--- config.mk ---
export PLATFORM = sky130hd
export DESIGN_NAME = aasc_core
export DESIGN_NICKNAME = d
export VERILOG_FILES = /design/src/common/aasc_pkg.sv /design/src/common/aasc_tick_if.sv /design/src/hdl/aasc_limit_cmp.sv /design/src/hdl/aasc_tick_gen.sv /design/src/hdl/aasc_core.sv
export SDC_FILE = /design/constraint.sdc
export NUM_CORES = 1
export LEC_CHECK = 0
export ABC_AREA = 1
export BUFFER_PORTS_ARGS = -buffer_cell sky130_fd_sc_hd__buf_2
export CAP_MARGIN = 10
export CORE_ASPECT_RATIO = 1.5
export CORE_MARGIN = 2
export CORE_UTILIZATION = 23
export CTS_BUF_LIST = sky130_fd_sc_hd__clkbuf_16
export DETAILED_ROUTE_END_ITERATION = 16
export MAX_ROUTING_LAYER = met4
export PLACE_DENSITY = 0.36
export SYNTH_ARGS = -nofsm -noshare
export SYNTH_HDL_FRONTEND = slang
export SYNTH_HIERARCHICAL = 1
export SYNTH_SLANG_ARGS = --single-unit
--- constraint.sdc ---
create_clock -name clock_in -period 2 [get_ports clock_in]
set_input_delay 0.3 -clock clock_in [delete_from_list [all_inputs] [get_ports clock_in]]
set_output_delay 0.3 -clock clock_in [all_outputs]
set_load 0.01 [all_outputs]
--- src/common/aasc_pkg.sv ---
// constants and types for the alert and shutdown control block
package aasc_pkg;
  // register offsets
  localparam logic [7:0] ADDR_STATUS = 8'h00;
  localparam logic [7:0] ADDR_VOLTAGE_ALERT_LIMITS = 8'h01;
  localparam logic [7:0] ADDR_TEMPERATURE_ALERT_LIMITS = 8'h02;
  localparam logic [7:0] ADDR_CHARGE_ALERT_LIMITS = 8'h03;
  localparam logic [7:0] ADDR_TEMP = 8'h08;
  localparam logic [7:0] ADDR_CFG = 8'h1D;
  localparam logic [7:0] ADDR_SHUTDOWN_REQUEST_DLY = 8'h3F;
  // reset values and config write mask
  localparam logic [15:0] VOLTAGE_ALERT_LIMITS_RST = 16'hFF00;
  localparam logic [15:0] TEMPERATURE_ALERT_LIMITS_RST = 16'h7F80;
  localparam logic [15:0] CHARGE_ALERT_LIMITS_RST = 16'hFF00;
  localparam logic [15:0] CFG_RST = 16'h2350;
  localparam logic [15:0] CFG_WMASK = 16'h7FFF;
  localparam logic [15:0] STATUS_RST = 16'h0000;
  localparam logic [2:0] THR_RST = 3'h7;
  localparam logic [7:0] TEMP_RST = 8'h00;
  // configuration bit positions
  localparam int CFG_REM_ALERT = 0;
  localparam int CFG_INS_ALERT = 1;
  localparam int CFG_THR_ALERT = 2;
  localparam int CFG_FORCE_BIAS = 3;
  localparam int CFG_AUTO_BIAS = 4;
  localparam int CFG_ALERT_SHUTDOWN_REQUEST = 5;
  localparam int CFG_BUS_SHUTDOWN_REQUEST = 6;
  localparam int CFG_SHUTDOWN_REQUEST_REQ = 7;
  localparam int CFG_HOST_TEMP = 8;
  localparam int CFG_TEMP_EN = 9;
  localparam int CFG_REM_SHUTDOWN_REQUEST = 10;
  localparam int CFG_POLARITY = 11;
  localparam int CFG_VSTICKY = 12;
  // status bit positions; classes voltage, temperature, charge follow in order
  localparam int ST_CELL_GONE = 3;
  localparam int ST_VMIN = 8;
  localparam int ST_INSERT = 11;
  localparam int ST_VMAX = 12;
  localparam int ST_REMOVE = 15;
  // shutdown delay register fields
  localparam int DLY_THR_LSB = 13;
  localparam int DLY_CNT_SHIFT = 3;
  localparam logic [15:0] DLY_BASE_TICKS = 16'h0100;
  // timing
  localparam int unsigned CLK_PERIOD_NS = 40;
  localparam int unsigned TASK_PERIOD_NS = 175800000;
  localparam int unsigned BIAS_PERIOD_NS = 1400000000;
  localparam int unsigned TASK_PERIOD_CYCLES = TASK_PERIOD_NS / CLK_PERIOD_NS;
  localparam int unsigned BIAS_PERIOD_CYCLES = BIAS_PERIOD_NS / CLK_PERIOD_NS;
  localparam logic [2:0] BIAS_PULSE_CYCLES = 3'h4;
  typedef enum logic {AASC_ACTIVE, AASC_SHUTDOWN} aasc_mode_t;
endpackage

--- src/common/aasc_tick_if.sv ---
// task and bias tick signals between timer and control logic
`timescale 1ns/1ps
interface aasc_tick_if;
  logic run;
  logic task_tick;
  logic bias_tick;
  modport gen (input run, output task_tick, output bias_tick);
  modport user (output run, input task_tick, input bias_tick);
endinterface

--- src/hdl/aasc_limit_cmp.sv ---
// upper and lower byte limit comparator
`timescale 1ns/1ps
module aasc_limit_cmp #(
  parameter bit SIGNED_CMP = 1'b0
) (
  // measured value and limits
  input wire logic [7:0] value_in,
  input wire logic [15:0] limits_in,
  // violations
  output logic over_out,
  output logic under_out
);
  always_comb begin
    if (SIGNED_CMP) begin
      over_out = $signed(value_in) > $signed(limits_in[15:8]);
      under_out = $signed(value_in) < $signed(limits_in[7:0]);
    end else begin
      over_out = value_in > limits_in[15:8];
      under_out = value_in < limits_in[7:0];
    end
  end
endmodule

--- src/hdl/aasc_tick_gen.sv ---
// task period and bias period tick generator
`timescale 1ns/1ps
module aasc_tick_gen import aasc_pkg::*; #(
  parameter int unsigned TASK_CYCLES = TASK_PERIOD_CYCLES,
  parameter int unsigned BIAS_CYCLES = BIAS_PERIOD_CYCLES
) (
  // clock and reset
  input wire logic clock_in,
  input wire logic arst_n_in,
  // ticks
  aasc_tick_if.gen tick
);
  typedef struct packed {
    logic [31:0] task_cnt;
    logic [31:0] bias_cnt;
    logic task_tick;
    logic bias_tick;
  } aasc_tick_state_t;
  aasc_tick_state_t st;
  aasc_tick_state_t next_st;

  // counters hold still while in shutdown, as the whole task loop stops
  always_comb begin
    next_st = st;
    next_st.task_tick = 1'b0;
    next_st.bias_tick = 1'b0;
    if (tick.run) begin
      if (st.task_cnt >= 32'(TASK_CYCLES - 1)) begin
        next_st.task_cnt = 32'h0;
        next_st.task_tick = 1'b1;
      end else begin
        next_st.task_cnt = st.task_cnt + 32'h1;
      end
      if (st.bias_cnt >= 32'(BIAS_CYCLES - 1)) begin
        next_st.bias_cnt = 32'h0;
        next_st.bias_tick = 1'b1;
      end else begin
        next_st.bias_cnt = st.bias_cnt + 32'h1;
      end
    end
  end

  always_ff @(posedge clock_in or negedge arst_n_in) begin
    if (!arst_n_in) begin
      st <= '0;
    end else begin
      st <= next_st;
    end
  end

  assign tick.task_tick = st.task_tick;
  assign tick.bias_tick = st.bias_tick;
endmodule

--- src/hdl/aasc_core.sv ---
// alert pin, threshold status and shutdown mode control
//
// Contract
// [RQ1] shutdown: any bus line edge wakes
// [RQ2] alert edge wakes per shutdown settings
// [RQ3] alert pin is open drain only
// [RQ4] removal, insertion, threshold alerts by enables
// [RQ5] insert/removal alerts stay until software clear
// [RQ6] voltage limits, 20mV steps, reset FF00h
// [RQ7] signed temperature limits, reset 7F80h
// [RQ8] charge limits on selected source, FF00h
// [RQ9] config writes act within one task
// [RQ10] alert enable gates pin, not flags
// [RQ11] force_bias holds bias on, fast removal
// [RQ12] auto bias pulse and measure each 1.4s
// [RQ13] held alert input shuts down, release wakes
// [RQ14] bus idle low shuts down, edge wakes
// [RQ15] no bus/removal shutdown: any edge wakes
// [RQ16] shutdown_request shuts down, self-clears on exit
// [RQ17] host_temp_select picks temperature source
// [RQ18] aux measure needs channel and bias enables
// [RQ19] persistent removal shuts down, insertion wakes
// [RQ20] alert_polarity sets pin active level
// [RQ21] per-class sticky or self-clearing threshold alerts
// [RQ22] host writes reserved config bits as zero
// [RQ23] delay is task period times 2^(8+thr)
// [RQ24] insert flag holds until software clears
// [RQ25] alert is OR of enabled pending sources
`timescale 1ns/1ps
module aasc_core import aasc_pkg::*; #(
  parameter int unsigned TASK_CYCLES = TASK_PERIOD_CYCLES,
  parameter int unsigned BIAS_CYCLES = BIAS_PERIOD_CYCLES
) (
  // clock and reset
  input wire logic clock_in,
  input wire logic arst_n_in,
  // register access from the bus slave
  input wire logic [7:0] reg_addr_in,
  input wire logic reg_wr_in,
  input wire logic reg_rd_in,
  input wire logic [15:0] reg_wdata_in,
  output logic [15:0] reg_rdata_out,
  // bus line levels
  input wire logic scl_in,
  input wire logic sda_in,
  // alert pin
  input wire logic alert_pin_in,
  output logic alert_pin_out,
  output logic alert_pin_oe_out,
  // auxiliary sense and bias
  input wire logic aux_removed_in,
  output logic bias_output_out,
  output logic aux_measure_out,
  // measurements
  input wire logic [7:0] vcell_in,
  input wire logic [7:0] temp_conv_in,
  input wire logic temp_conv_valid_in,
  input wire logic [31:0] soc_values_in,
  input wire logic [1:0] soc_source_select_in,
  // power mode
  output logic shutdown_out
);
  typedef struct packed {
    aasc_mode_t mode;
    logic [15:0] voltage_alert_limits;
    logic [15:0] temperature_alert_limits;
    logic [15:0] charge_alert_limits;
    logic [15:0] cfg;
    logic [15:0] status;
    logic [2:0] thr;
    logic [15:0] dly_cnt;
    logic [7:0] temp;
    logic cell_present;
    logic [2:0] bias_cnt;
    logic scl_q;
    logic sda_q;
    logic alert_q;
    logic removed_q;
    logic [15:0] rdata;
  } aasc_state_t;

  aasc_state_t st;
  aasc_state_t next_st;
  aasc_tick_if tick ();

  logic [7:0] cls_val [3];
  logic [15:0] cls_lim [3];
  logic [2:0] over;
  logic [2:0] under;
  logic active;
  logic force_bias;
  logic auto_bias_en;
  logic polarity;
  logic alert_pin_active;
  logic alert_active;
  logic thr_pending;
  logic shutdown_request_trigger;
  logic wake;
  logic bus_edge;
  logic alert_edge;
  logic measure_en;
  logic measure_now;

  function automatic logic hit(input logic [7:0] addr, input logic [7:0] target);
    hit = (addr == target);
  endfunction

  function automatic logic [15:0] dly_limit(input logic [2:0] thr);
    dly_limit = DLY_BASE_TICKS << thr;
  endfunction

  aasc_tick_gen #(
    .TASK_CYCLES(TASK_CYCLES),
    .BIAS_CYCLES(BIAS_CYCLES)
  ) u_tick (
    .clock_in(clock_in),
    .arst_n_in(arst_n_in),
    .tick(tick.gen)
  );

  assign tick.run = active;
  assign active = (st.mode == AASC_ACTIVE);

  // class order: voltage, temperature, charge state
  assign cls_val[0] = vcell_in; // [RQ6]
  assign cls_val[1] = st.temp; // [RQ7]
  assign cls_val[2] = soc_values_in[{soc_source_select_in, 3'b000} +: 8]; // [RQ8]
  assign cls_lim[0] = st.voltage_alert_limits;
  assign cls_lim[1] = st.temperature_alert_limits;
  assign cls_lim[2] = st.charge_alert_limits;

  // an all-ones max or all-zero min (7Fh and 80h when signed) can never be crossed, so resets disable both
  for (genvar c = 0; c < 3; c++) begin : g_cmp
    aasc_limit_cmp #(
      .SIGNED_CMP(c == 1)
    ) u_cmp (
      .value_in(cls_val[c]),
      .limits_in(cls_lim[c]),
      .over_out(over[c]),
      .under_out(under[c])
    );
  end

  // config acts from the cycle after the write, well inside a task period
  assign force_bias = st.cfg[CFG_FORCE_BIAS]; // [RQ9]
  assign auto_bias_en = st.cfg[CFG_AUTO_BIAS];
  assign polarity = st.cfg[CFG_POLARITY];
  assign alert_pin_active = polarity ? alert_pin_in : !alert_pin_in; // [RQ20]

  assign measure_en = st.cfg[CFG_TEMP_EN] && (auto_bias_en || force_bias); // [RQ18]
  assign measure_now = force_bias ? tick.task_tick : (st.bias_cnt == 3'h1);

  assign thr_pending = |st.status[ST_VMIN +: 3] || |st.status[ST_VMAX +: 3];
  assign alert_active = (st.cfg[CFG_REM_ALERT] && st.status[ST_REMOVE]) // [RQ4]
    || (st.cfg[CFG_INS_ALERT] && st.status[ST_INSERT])
    || (st.cfg[CFG_THR_ALERT] && thr_pending); // [RQ10] [RQ25]

  assign shutdown_request_trigger = st.cfg[CFG_SHUTDOWN_REQUEST_REQ] // [RQ16]
    || (st.cfg[CFG_REM_SHUTDOWN_REQUEST] && !st.cell_present) // [RQ19]
    || (st.cfg[CFG_BUS_SHUTDOWN_REQUEST] && !scl_in && !sda_in) // [RQ14]
    || (st.cfg[CFG_ALERT_SHUTDOWN_REQUEST] && alert_pin_active); // [RQ13]

  assign bus_edge = (scl_in != st.scl_q) || (sda_in != st.sda_q); // [RQ1]
  assign alert_edge = (alert_pin_in != st.alert_q)
    && (st.cfg[CFG_ALERT_SHUTDOWN_REQUEST] || !st.cfg[CFG_BUS_SHUTDOWN_REQUEST]); // [RQ2] [RQ15]
  assign wake = bus_edge || alert_edge
    || (st.cfg[CFG_REM_SHUTDOWN_REQUEST] && st.removed_q && !aux_removed_in); // [RQ19]

  always_comb begin
    next_st = st;
    next_st.scl_q = scl_in;
    next_st.sda_q = sda_in;
    next_st.alert_q = alert_pin_in;
    next_st.removed_q = aux_removed_in;

    // host register writes, taken only while active
    if (active && reg_wr_in) begin
      if (hit(reg_addr_in, ADDR_VOLTAGE_ALERT_LIMITS)) begin
        next_st.voltage_alert_limits = reg_wdata_in; // [RQ6]
      end
      if (hit(reg_addr_in, ADDR_TEMPERATURE_ALERT_LIMITS)) begin
        next_st.temperature_alert_limits = reg_wdata_in; // [RQ7]
      end
      if (hit(reg_addr_in, ADDR_CHARGE_ALERT_LIMITS)) begin
        next_st.charge_alert_limits = reg_wdata_in; // [RQ8]
      end
      if (hit(reg_addr_in, ADDR_CFG)) begin
        // the top bit is reserved; it is kept zero whatever the host sends
        next_st.cfg = reg_wdata_in & CFG_WMASK; // [RQ9] [RQ22]
      end
      if (hit(reg_addr_in, ADDR_SHUTDOWN_REQUEST_DLY)) begin
        next_st.thr = reg_wdata_in[DLY_THR_LSB +: 3];
      end
      if (hit(reg_addr_in, ADDR_TEMP) && st.cfg[CFG_HOST_TEMP]) begin
        next_st.temp = reg_wdata_in[7:0]; // [RQ17]
      end
    end

    // converted aux readings only land when the host is not the source
    if (!st.cfg[CFG_HOST_TEMP] && measure_en && temp_conv_valid_in) begin
      next_st.temp = temp_conv_in; // [RQ17]
    end

    // software clears a status bit by writing it zero; a new event wins
    if (active && reg_wr_in && hit(reg_addr_in, ADDR_STATUS)) begin
      next_st.status = st.status & reg_wdata_in;
    end
    for (int c = 0; c < 3; c++) begin
      if (st.cfg[CFG_VSTICKY + c]) begin
        next_st.status[ST_VMIN + c] = next_st.status[ST_VMIN + c] | under[c]; // [RQ21]
        next_st.status[ST_VMAX + c] = next_st.status[ST_VMAX + c] | over[c];
      end else begin
        next_st.status[ST_VMIN + c] = under[c]; // [RQ21]
        next_st.status[ST_VMAX + c] = over[c];
      end
    end

    // bias pulse every bias period; force_bias keeps the switch on instead
    if (active && auto_bias_en && !force_bias && tick.bias_tick) begin
      next_st.bias_cnt = BIAS_PULSE_CYCLES; // [RQ12]
    end else if (st.bias_cnt != 3'h0) begin
      next_st.bias_cnt = st.bias_cnt - 3'h1;
    end

    // presence is sampled at the end of a bias pulse, or every cycle when forced
    if (active && ((auto_bias_en && st.bias_cnt == 3'h1) || force_bias)) begin // [RQ11]
      if (aux_removed_in && st.cell_present) begin
        next_st.cell_present = 1'b0;
        next_st.status[ST_REMOVE] = 1'b1; // [RQ5]
      end else if (!aux_removed_in && !st.cell_present) begin
        next_st.cell_present = 1'b1;
        next_st.status[ST_INSERT] = 1'b1; // [RQ5] [RQ24]
      end
    end
    next_st.status[ST_CELL_GONE] = !next_st.cell_present;

    // power mode control
    case (st.mode)
      AASC_ACTIVE: begin
        if (!shutdown_request_trigger) begin
          next_st.dly_cnt = 16'h0;
        end else if (st.dly_cnt >= dly_limit(st.thr)) begin
          next_st.mode = AASC_SHUTDOWN; // [RQ23]
          next_st.dly_cnt = 16'h0;
        end else if (tick.task_tick) begin
          next_st.dly_cnt = st.dly_cnt + 16'h1; // [RQ23]
        end
      end
      AASC_SHUTDOWN: begin
        next_st.bias_cnt = 3'h0;
        if (wake) begin
          next_st.mode = AASC_ACTIVE; // [RQ1] [RQ2] [RQ13] [RQ14] [RQ15]
          next_st.cfg[CFG_SHUTDOWN_REQUEST_REQ] = 1'b0; // [RQ16]
        end
      end
      default: begin
        next_st.mode = AASC_ACTIVE;
      end
    endcase

    // read data is captured on the read strobe; unmapped offsets read zero
    if (reg_rd_in) begin
      if (hit(reg_addr_in, ADDR_STATUS)) begin
        next_st.rdata = st.status;
      end else if (hit(reg_addr_in, ADDR_VOLTAGE_ALERT_LIMITS)) begin
        next_st.rdata = st.voltage_alert_limits;
      end else if (hit(reg_addr_in, ADDR_TEMPERATURE_ALERT_LIMITS)) begin
        next_st.rdata = st.temperature_alert_limits;
      end else if (hit(reg_addr_in, ADDR_CHARGE_ALERT_LIMITS)) begin
        next_st.rdata = st.charge_alert_limits;
      end else if (hit(reg_addr_in, ADDR_TEMP)) begin
        next_st.rdata = {8'h00, st.temp};
      end else if (hit(reg_addr_in, ADDR_CFG)) begin
        next_st.rdata = st.cfg;
      end else if (hit(reg_addr_in, ADDR_SHUTDOWN_REQUEST_DLY)) begin
        next_st.rdata = {st.thr, 13'(st.dly_cnt >> DLY_CNT_SHIFT)};
      end else begin
        next_st.rdata = 16'h0000;
      end
    end
  end

  always_ff @(posedge clock_in or negedge arst_n_in) begin
    if (!arst_n_in) begin
      st.mode <= AASC_ACTIVE;
      st.voltage_alert_limits <= VOLTAGE_ALERT_LIMITS_RST;
      st.temperature_alert_limits <= TEMPERATURE_ALERT_LIMITS_RST;
      st.charge_alert_limits <= CHARGE_ALERT_LIMITS_RST;
      st.cfg <= CFG_RST;
      st.status <= STATUS_RST;
      st.thr <= THR_RST;
      st.dly_cnt <= 16'h0;
      st.temp <= TEMP_RST;
      st.cell_present <= 1'b1;
      st.bias_cnt <= 3'h0;
      st.scl_q <= 1'b1;
      st.sda_q <= 1'b1;
      st.alert_q <= 1'b1;
      st.removed_q <= 1'b0;
      st.rdata <= 16'h0000;
    end else begin
      st <= next_st;
    end
  end

  // open drain: only ever pulls low, the pull-up makes the high level
  assign alert_pin_out = 1'b0; // [RQ3]
  // as a shutdown input the pin is never driven
  assign alert_pin_oe_out = !st.cfg[CFG_ALERT_SHUTDOWN_REQUEST]
    && (polarity ? !alert_active : alert_active); // [RQ3] [RQ20] [RQ25]

  assign bias_output_out = active && (force_bias || st.bias_cnt != 3'h0); // [RQ11] [RQ12]
  assign aux_measure_out = active && measure_en && measure_now; // [RQ18]
  assign shutdown_out = !active;
  assign reg_rdata_out = st.rdata;
endmodule

Word-level counts from Yosys, hierarchy flattened. Cells that the tools add are included.

Logic and storage cells: 168. Register bits after elaboration: 197. Output and inout port bits: 21.

$lt $le $gt $ge: 9. Equality and inequality tests: 11. Reductions and logical operators: 65. Bitwise logic cells: 8. Shift operators: 2. Multiplexer cells: 47. Add/subtract/negate cells: 4.

Operators with widths (count): two-way mux 16 bit (11); adder 32 x 1 -> 32 bit (second input constant) (2); two-way mux 32 bit (2); two-way mux 8 bit (5); >= comparator 32 x 23 -> 1 bit (second input constant) (1); >= comparator 32 x 26 -> 1 bit (second input constant) (1); variable part select 32 x 6 -> 8 bit (1); logical AND 1 bit (27); greater-than comparator 8 bit (3); < comparator 8 bit (3); two-way mux 1 bit (24); adder 16 x 1 -> 16 bit (second input constant) (1); AND 16 bit (1); equality test 8 x 2 -> 1 bit (second input constant) (2); >= comparator 16 bit (1); << shifter 9 x 3 -> 16 bit (first input constant) (1); AND reduction 2 bit (7); logical OR 1 bit (13); logical NOT 1 bit (11); two-way mux 3 bit (3); equality test 8 x 1 -> 1 bit (second input constant) (1); equality test 8 x 4 -> 1 bit (second input constant) (1); equality test 8 x 5 -> 1 bit (second input constant) (1); equality test 8 x 6 -> 1 bit (second input constant) (1); other kinds (12) (22).

Depth between registers and ports, before layout.
Depth in word-level cells: 8. Gate-level depth with buffers: 14.

Modules after synthesis. The synthesis kept the hierarchy.

Modules (own cells, without submodules): aasc_core (area an instance 7497.2 um^2, cells an instance 969, times used 1); aasc_tick_gen (area an instance 3602.2 um^2, cells an instance 466, times used 1); aasc_limit_cmp at g_cmp[0].u_cmp ... (area an instance 401.6 um^2, cells an instance 66, times used 2); aasc_limit_cmp at g_cmp[1].u_cmp (area an instance 432.9 um^2, cells an instance 75, times used 1).

Worst setup path after synthesis. No wires, ideal clock.

Path type: register to register. Start point: register st[50] in the netlist's numbering. End point: register st[33] in the netlist's numbering. Slack: 98 ps. Buffers on the path: 1. Data arrival time: 1785 ps. Clock period less this slack: 1902 ps. Data required time: 1884 ps. Cell stages (with the launch flop): 12. Cell sequence: dfstp_2 nand3_1 ha_1 nand2_2 inv_2 a21oi_2 nand3_4 nor2_2 nor2_4 buf_6 nand2_1 nand2_1.

Cells in the longest elaborated chain, start to end: 4. Elaborated cells on any way between the ends: 6.

Ends and longest elaborated chain: start, declared (RTL line aasc_core.sv:82) `aasc_state_t st;`; start signal, assigned (RTL line aasc_core.sv:302) `st <= next_st;`; << shifter 9 x 3 -> 16 bit * (RTL line aasc_core.sv:109) `dly_limit = DLY_BASE_TICKS << thr;`; >= comparator 16 bit * (RTL line aasc_core.sv:242) `end else if (st.dly_cnt >= dly_limit(st.thr)) begin`; != test 3 x 1 -> 1 bit (no source line) or two-way mux 16 bit (tied branches); AND reduction 2 bit (no source line) or two-way mux 16 bit (tied branches).

Every way passes the cells marked *; elsewhere a longest branch is shown, timed or not. A chain may end at the register's enable or synchronous reset.

Worst setup path after layout.
Start point: register st[65] in the netlist's numbering. End point: output port alert_pin_oe_out.

Cells in the longest elaborated chain, start to end: 7.

Ends and longest elaborated chain: OR reduction 3 bit * (RTL line aasc_core.sv:153) `assign thr_pending = |st.status[ST_VMIN +: 3] || |st.status[ST_VMAX +: 3];`; logical OR 1 bit * (RTL line aasc_core.sv:153); logical AND 1 bit * (RTL line aasc_core.sv:156) `|| (st.cfg[CFG_THR_ALERT] && thr_pending);`; logical OR 1 bit * (RTL line aasc_core.sv:156); logical NOT 1 bit (RTL line aasc_core.sv:310) `&& (polarity ? !alert_active : alert_active);`; two-way mux 1 bit * (RTL line aasc_core.sv:310); logical AND 1 bit * (RTL line aasc_core.sv:310); end, declared (RTL line aasc_core.sv:49) `output logic alert_pin_oe_out,`.

Marked as above.

==> tab_implementation.tex <==
\begin{tabular}{lr}
\hline
Metric & Value \\
\hline
\multicolumn{2}{l}{\textbf{Synth}} \\
\quad Yosys reg bits & 197 \\
\quad Predominant post-synthesis flop cell & sky130\_fd\_sc\_hd\_\_dfrtp\_1 \\
\quad Cells after synthesis & 1642 \\
\quad Syn Std Cell Area & 12340 um2 \\
\quad Async S/R FF share, synth & 1.000 \\
\quad Post-synthesis cell type count & 50 \\
\quad Syn Area/Cell & 7.513 um2 \\
\quad Count of flip-flops with a built-in enable after synthesis & 0 \\
\quad Synth top area cells & sky130\_fd\_sc\_hd\_\_dfrtp\_1 (33\%), sky130\_fd\_sc\_hd\_\_nand2\_1 (14\%), sky130\_fd\_sc\_hd\_\_dfstp\_2 (7.7\%) \\
\quad Cell accounting for the most synthesized area & sky130\_fd\_sc\_hd\_\_dfrtp\_1 \\
\quad Total nets after synthesis & 1785 \\
\quad Register area share after synthesis & 0.4033 \\
\quad Top-area cell type share of the netlist area & 0.3266 \\
\quad Count of yosys warnings during synthesis & 6 \\
\multicolumn{2}{l}{\textbf{CTS}} \\
\quad Clock Tree Root & sky130\_fd\_sc\_hd\_\_clkbuf\_16 \\
\quad TritonCTS buffer count & 17 \\
\quad Source-to-sink clock delay at the later pin of the worst-skew pair & 0.47 ns \\
\quad CTS tree & built \\
\quad \# H-tree levels & 4 \\
\quad Clk sinks & 197 \\
\quad Number of buffers between clock root and the deepest sink & 2 \\
\quad Worst-path clk slew & 0.08 ns \\
\multicolumn{2}{l}{\textbf{Worst setup path}} \\
\quad Required time worst endpoint & 1.70 ns \\
\quad Total buffers and inverters traversed by the critical path & 2 \\
\quad Crit path max-delay cell type & sky130\_fd\_sc\_hd\_\_dfrtp\_1 \\
\quad Top fanout value on the critical path & 2 \\
\quad Worst setup EP type & output pin \\
\quad Reg-to-Reg Start & st[48] \\
\quad Kind of critical path & flip-flop to output pin \\
\quad Cell-by-cell trace of the critical path & nor3\_2, nand2\_2, a21oi\_4, o21ai\_1, a21oi\_1, buf\_4, buf\_6 \\
\quad Family with the most delay on the worst path & flip-flops \\
\quad Data arrival time of the critical path & 1.85 ns \\
\quad Critical register-to-register path endpoint & st[37] \\
\quad Cells on worst reg2reg path & 14 \\
\quad Setup slack of the most critical reg-to-reg path & -0.03 ns \\
\quad Maximum cell stage delay along the critical path & 0.43 ns \\
\quad Element type at the critical path start & flip-flop \\
\multicolumn{2}{l}{\textbf{Global routing}} \\
\quad Vias in the first global route & 10950 \\
\quad Initial antenna violation count & 5 \\
\quad Most used routing layer in global routing & met2 \\
\quad Global-route met1 utilization & 0.1789 \\
\quad GR Util met2 & 0.2959 \\
\quad Global-route total usage across every layer & 0.1632 \\
\quad Total congestion overflow & 0 \\
\quad First-pass GRT wire length & 65220 um \\
\quad Met3 track utilization from global routing & 0.02572 \\
\quad Pin count of the biggest net entering global routing & 65 \\
\multicolumn{2}{l}{\textbf{Placed design}} \\
\quad Final estimated routing congestion in global placement & 0.8771 \\
\quad Final HPWL DP & 33470 um \\
\quad Dpl cells & 2424 \\
\quad I/O Buffers & 102 \\
\quad Worst setup slack after placement & -0.02071 ns \\
\multicolumn{2}{l}{\textbf{Timing}} \\
\quad Worst-case hold slack & 0.05007 ns \\
\quad Final period utilization & 1.073 \\
\quad Number of hold violations in the final report & 0 \\
\quad Max Fclk & 0.4660 GHz \\
\quad Final setup violation count & 17 \\
\quad Crit path time final & 2.146 ns \\
\quad Worst Clk Skew & 0.01266 ns \\
\quad Worst Setup Slack, final & -0.1461 ns \\
\quad Number of max-slew violations in the final report & 0 \\
\quad Setup repair after global routing missed its margin & true \\
\multicolumn{2}{l}{\textbf{Routing}} \\
\quad Detailed-route via count & 10770 \\
\quad Average wire length per cell after detail routing & 17.34 um \\
\quad DRC violations left & 0 \\
\quad Drt first-iter violations & 661 \\
\quad Detail Route Antenna Nets & 0 \\
\quad Overall routed net length & 42830 um \\
\quad Vias/cell & 4.360 \\
\quad DRT Pass-1 Iters & 4 \\
\multicolumn{2}{l}{\textbf{Min path}} \\
\quad Cell depth of the worst min-delay path & 3 \\
\quad Hold endpoint & reg\_rdata\_out[15] \\
\quad Hold path startpoint & reg\_rd\_in \\
\quad Worst min-delay path class & input pin to flip-flop \\
\multicolumn{2}{l}{\textbf{Power}} \\
\quad Overall Power & 9.932 mW \\
\quad Seq pwr share & 0.458 \\
\quad Leakage power figure & 6.798 nW \\
\quad Combinational share of power & 0.164 \\
\quad Max rail drop VDD & 0.6749 mV \\
\quad Relative contribution of the clock network to total power & 0.378 \\
\quad Reported net switching power & 3.118 mW \\
\quad Proportion of total power due to net switching & 0.3139 \\
\quad Power Density & 673.1 nW/um2 \\
\quad Cell-internal power & 6.814 mW \\
\multicolumn{2}{l}{\textbf{Die}} \\
\quad Width of the die & 193.1 um \\
\quad Area of the placeable core & 53350 um2 \\
\quad Y dimension of the die & 287.6 um \\
\quad Starting utilization of the core area & 0.2312 \\
\quad Top-level I/O count & 104 \\
\quad \# rows & 104 \\
\quad Floorplan die area & 55540 um2 \\
\multicolumn{2}{l}{\textbf{Finish}} \\
\quad Area added between synthesis and finish & 19.61\% \\
\quad Leading cell type in the layout, fill and taps excluded & sky130\_fd\_sc\_hd\_\_nand2\_1 \\
\quad Proportion of layout cells with a drive suffix above 1 & 0.2061 \\
\quad Commonest cells after routing, fill and taps aside & sky130\_fd\_sc\_hd\_\_nand2\_1 (446), sky130\_fd\_sc\_hd\_\_inv\_1 (199), sky130\_fd\_sc\_hd\_\_nor2\_1 (161), sky130\_fd\_sc\_hd\_\_dfrtp\_1 (161), sky130\_fd\_sc\_hd\_\_buf\_2 (99) \\
\quad Post-layout util & 0.2765 \\
\quad Final Instance Count excl. Fillers & 2470 \\
\quad Number of nets in the final layout & 1906 \\
\multicolumn{2}{l}{\textbf{Job}} \\
\quad Max-cap check violation count & 0 \\
\multicolumn{2}{l}{\textbf{Run status}} \\
\quad Violated checks & negative setup slack \\
\quad Result of the run & complete, but fails checks \\
\hline
\end{tabular}
[metrics by stage]
step / area (um2) / setup TNS (ns)
final: 14750 / -0.4699
after global routing: 14750 / -2.180
after CTS: 14510 / -0.2298
after detailed placement: 13770 / -0.1985
after global placement: 13770 / -0.01939
after floorplan: 12340 / 0
[routing by layer]
layer,share of wire,wire (um)
met1,0.41,17450
met4,0.026,1113
met5,0,0
met3,0.037,1575
met2,0.53,22700
[state kept, by name (all words and copies together) (netlist names)]
name,cells
shutdown_out,1
polarity,1
u_tick/tick.bias_tick,1
cls_val,8
u_tick/tick.task_tick,1
st,55
auto_bias_en,1
u_tick/st,64
cls_lim,48
reg_rdata_out,16
force_bias,1
[synthesized netlist by cell type (12+ instances only)]
cell,n
sky130_fd_sc_hd__nand2_1,457
sky130_fd_sc_hd__inv_1,204
sky130_fd_sc_hd__dfrtp_1,161
sky130_fd_sc_hd__nor2_1,161
sky130_fd_sc_hd__nand3_1,81
sky130_fd_sc_hd__o21ai_1,66
sky130_fd_sc_hd__ha_1,60
sky130_fd_sc_hd__a21oi_1,59
sky130_fd_sc_hd__o21ai_0,51
sky130_fd_sc_hd__dfstp_2,36
sky130_fd_sc_hd__nor3_1,33
sky130_fd_sc_hd__nand4_1,30
sky130_fd_sc_hd__nor2_2,26
sky130_fd_sc_hd__xor2_1,21
sky130_fd_sc_hd__buf_4,20
sky130_fd_sc_hd__a21oi_2,17
sky130_fd_sc_hd__buf_2,17
sky130_fd_sc_hd__inv_2,15
sky130_fd_sc_hd__o211ai_1,15
sky130_fd_sc_hd__nand2_2,12
[worst max path at each step]
stage	startpoint	end	slack (ns)	depth (start not counted)
after global placement	st[48]	st[46]	-0.02	15
after CTS	st[63]	alert_pin_oe_out	-0.21	7
after floorplan	st[50]	st[33]	0.1	11
after global routing	st[65]	alert_pin_oe_out	-0.21	7
after detailed placement	st[48]	st[44]	-0.02	11
final	st[65]	alert_pin_oe_out	-0.15	7
[area by class of cell]
class | count | area, um2
clock buffer | 17 | 425.4
timing repair buffer | 161 | 1137
tap | 689 | 862.1
inverter | 223 | 862.1
antenna | 5 | 12.51
sequential | 197 | 4975
multi-input combinational | 1163 | 6295
clock inverter | 15 | 185.2
fill | 5878 | 38600
[cell families after synthesis]
group,share of synthesized area
AO/OA/AOI/OAI,0.1118
XOR/XNOR,0.02130
adder cells (fa/ha/maj),0.06086
buffers and inverters,0.1042
flip-flops,0.4033
multiplexers,0.0008115
other,0.0003040
AND/OR/NAND/NOR,0.2975
[timing repair]
item	CTS	global route
resized for setup	17	39
pin swaps	5	14
endpoints found under the setup margin	19	19
setup buffers	2	2
gates cloned	0	1
hold endpoints to repair	27	0
hold buffers	5	0
[worst register-to-register path, stage by stage, from the launching register on]
cell and delay [ns]:
sky130_fd_sc_hd__dfstp_2 0.64, sky130_fd_sc_hd__inv_2 0.09, sky130_fd_sc_hd__nand3_2 0.09, sky130_fd_sc_hd__ha_4 0.21, sky130_fd_sc_hd__nand2_4 0.05, sky130_fd_sc_hd__inv_1 0.03, sky130_fd_sc_hd__nand2_1 0.05, sky130_fd_sc_hd__nand2_1 0.05
sky130_fd_sc_hd__nand2_2 0.08, sky130_fd_sc_hd__nand3_4 0.17, sky130_fd_sc_hd__nor2_4 0.15, sky130_fd_sc_hd__nor2_4 0.05, sky130_fd_sc_hd__buf_12 0.15, sky130_fd_sc_hd__nand2_1 0.07, sky130_fd_sc_hd__nand2_1 0.04
[power groups by stage]
stage / logic (mW) / registers (mW) / clock network (mW)
floorplan: 1.02 / 4.53 / 0
detailed placement: 1.59 / 4.62 / 0
finish: 1.63 / 4.55 / 3.75
global route: 1.86 / 4.59 / 4.05
CTS: 1.62 / 4.55 / 3.90
global placement: 1.57 / 4.62 / 0
No activity file was read; power rests on OpenSTA's default activity.
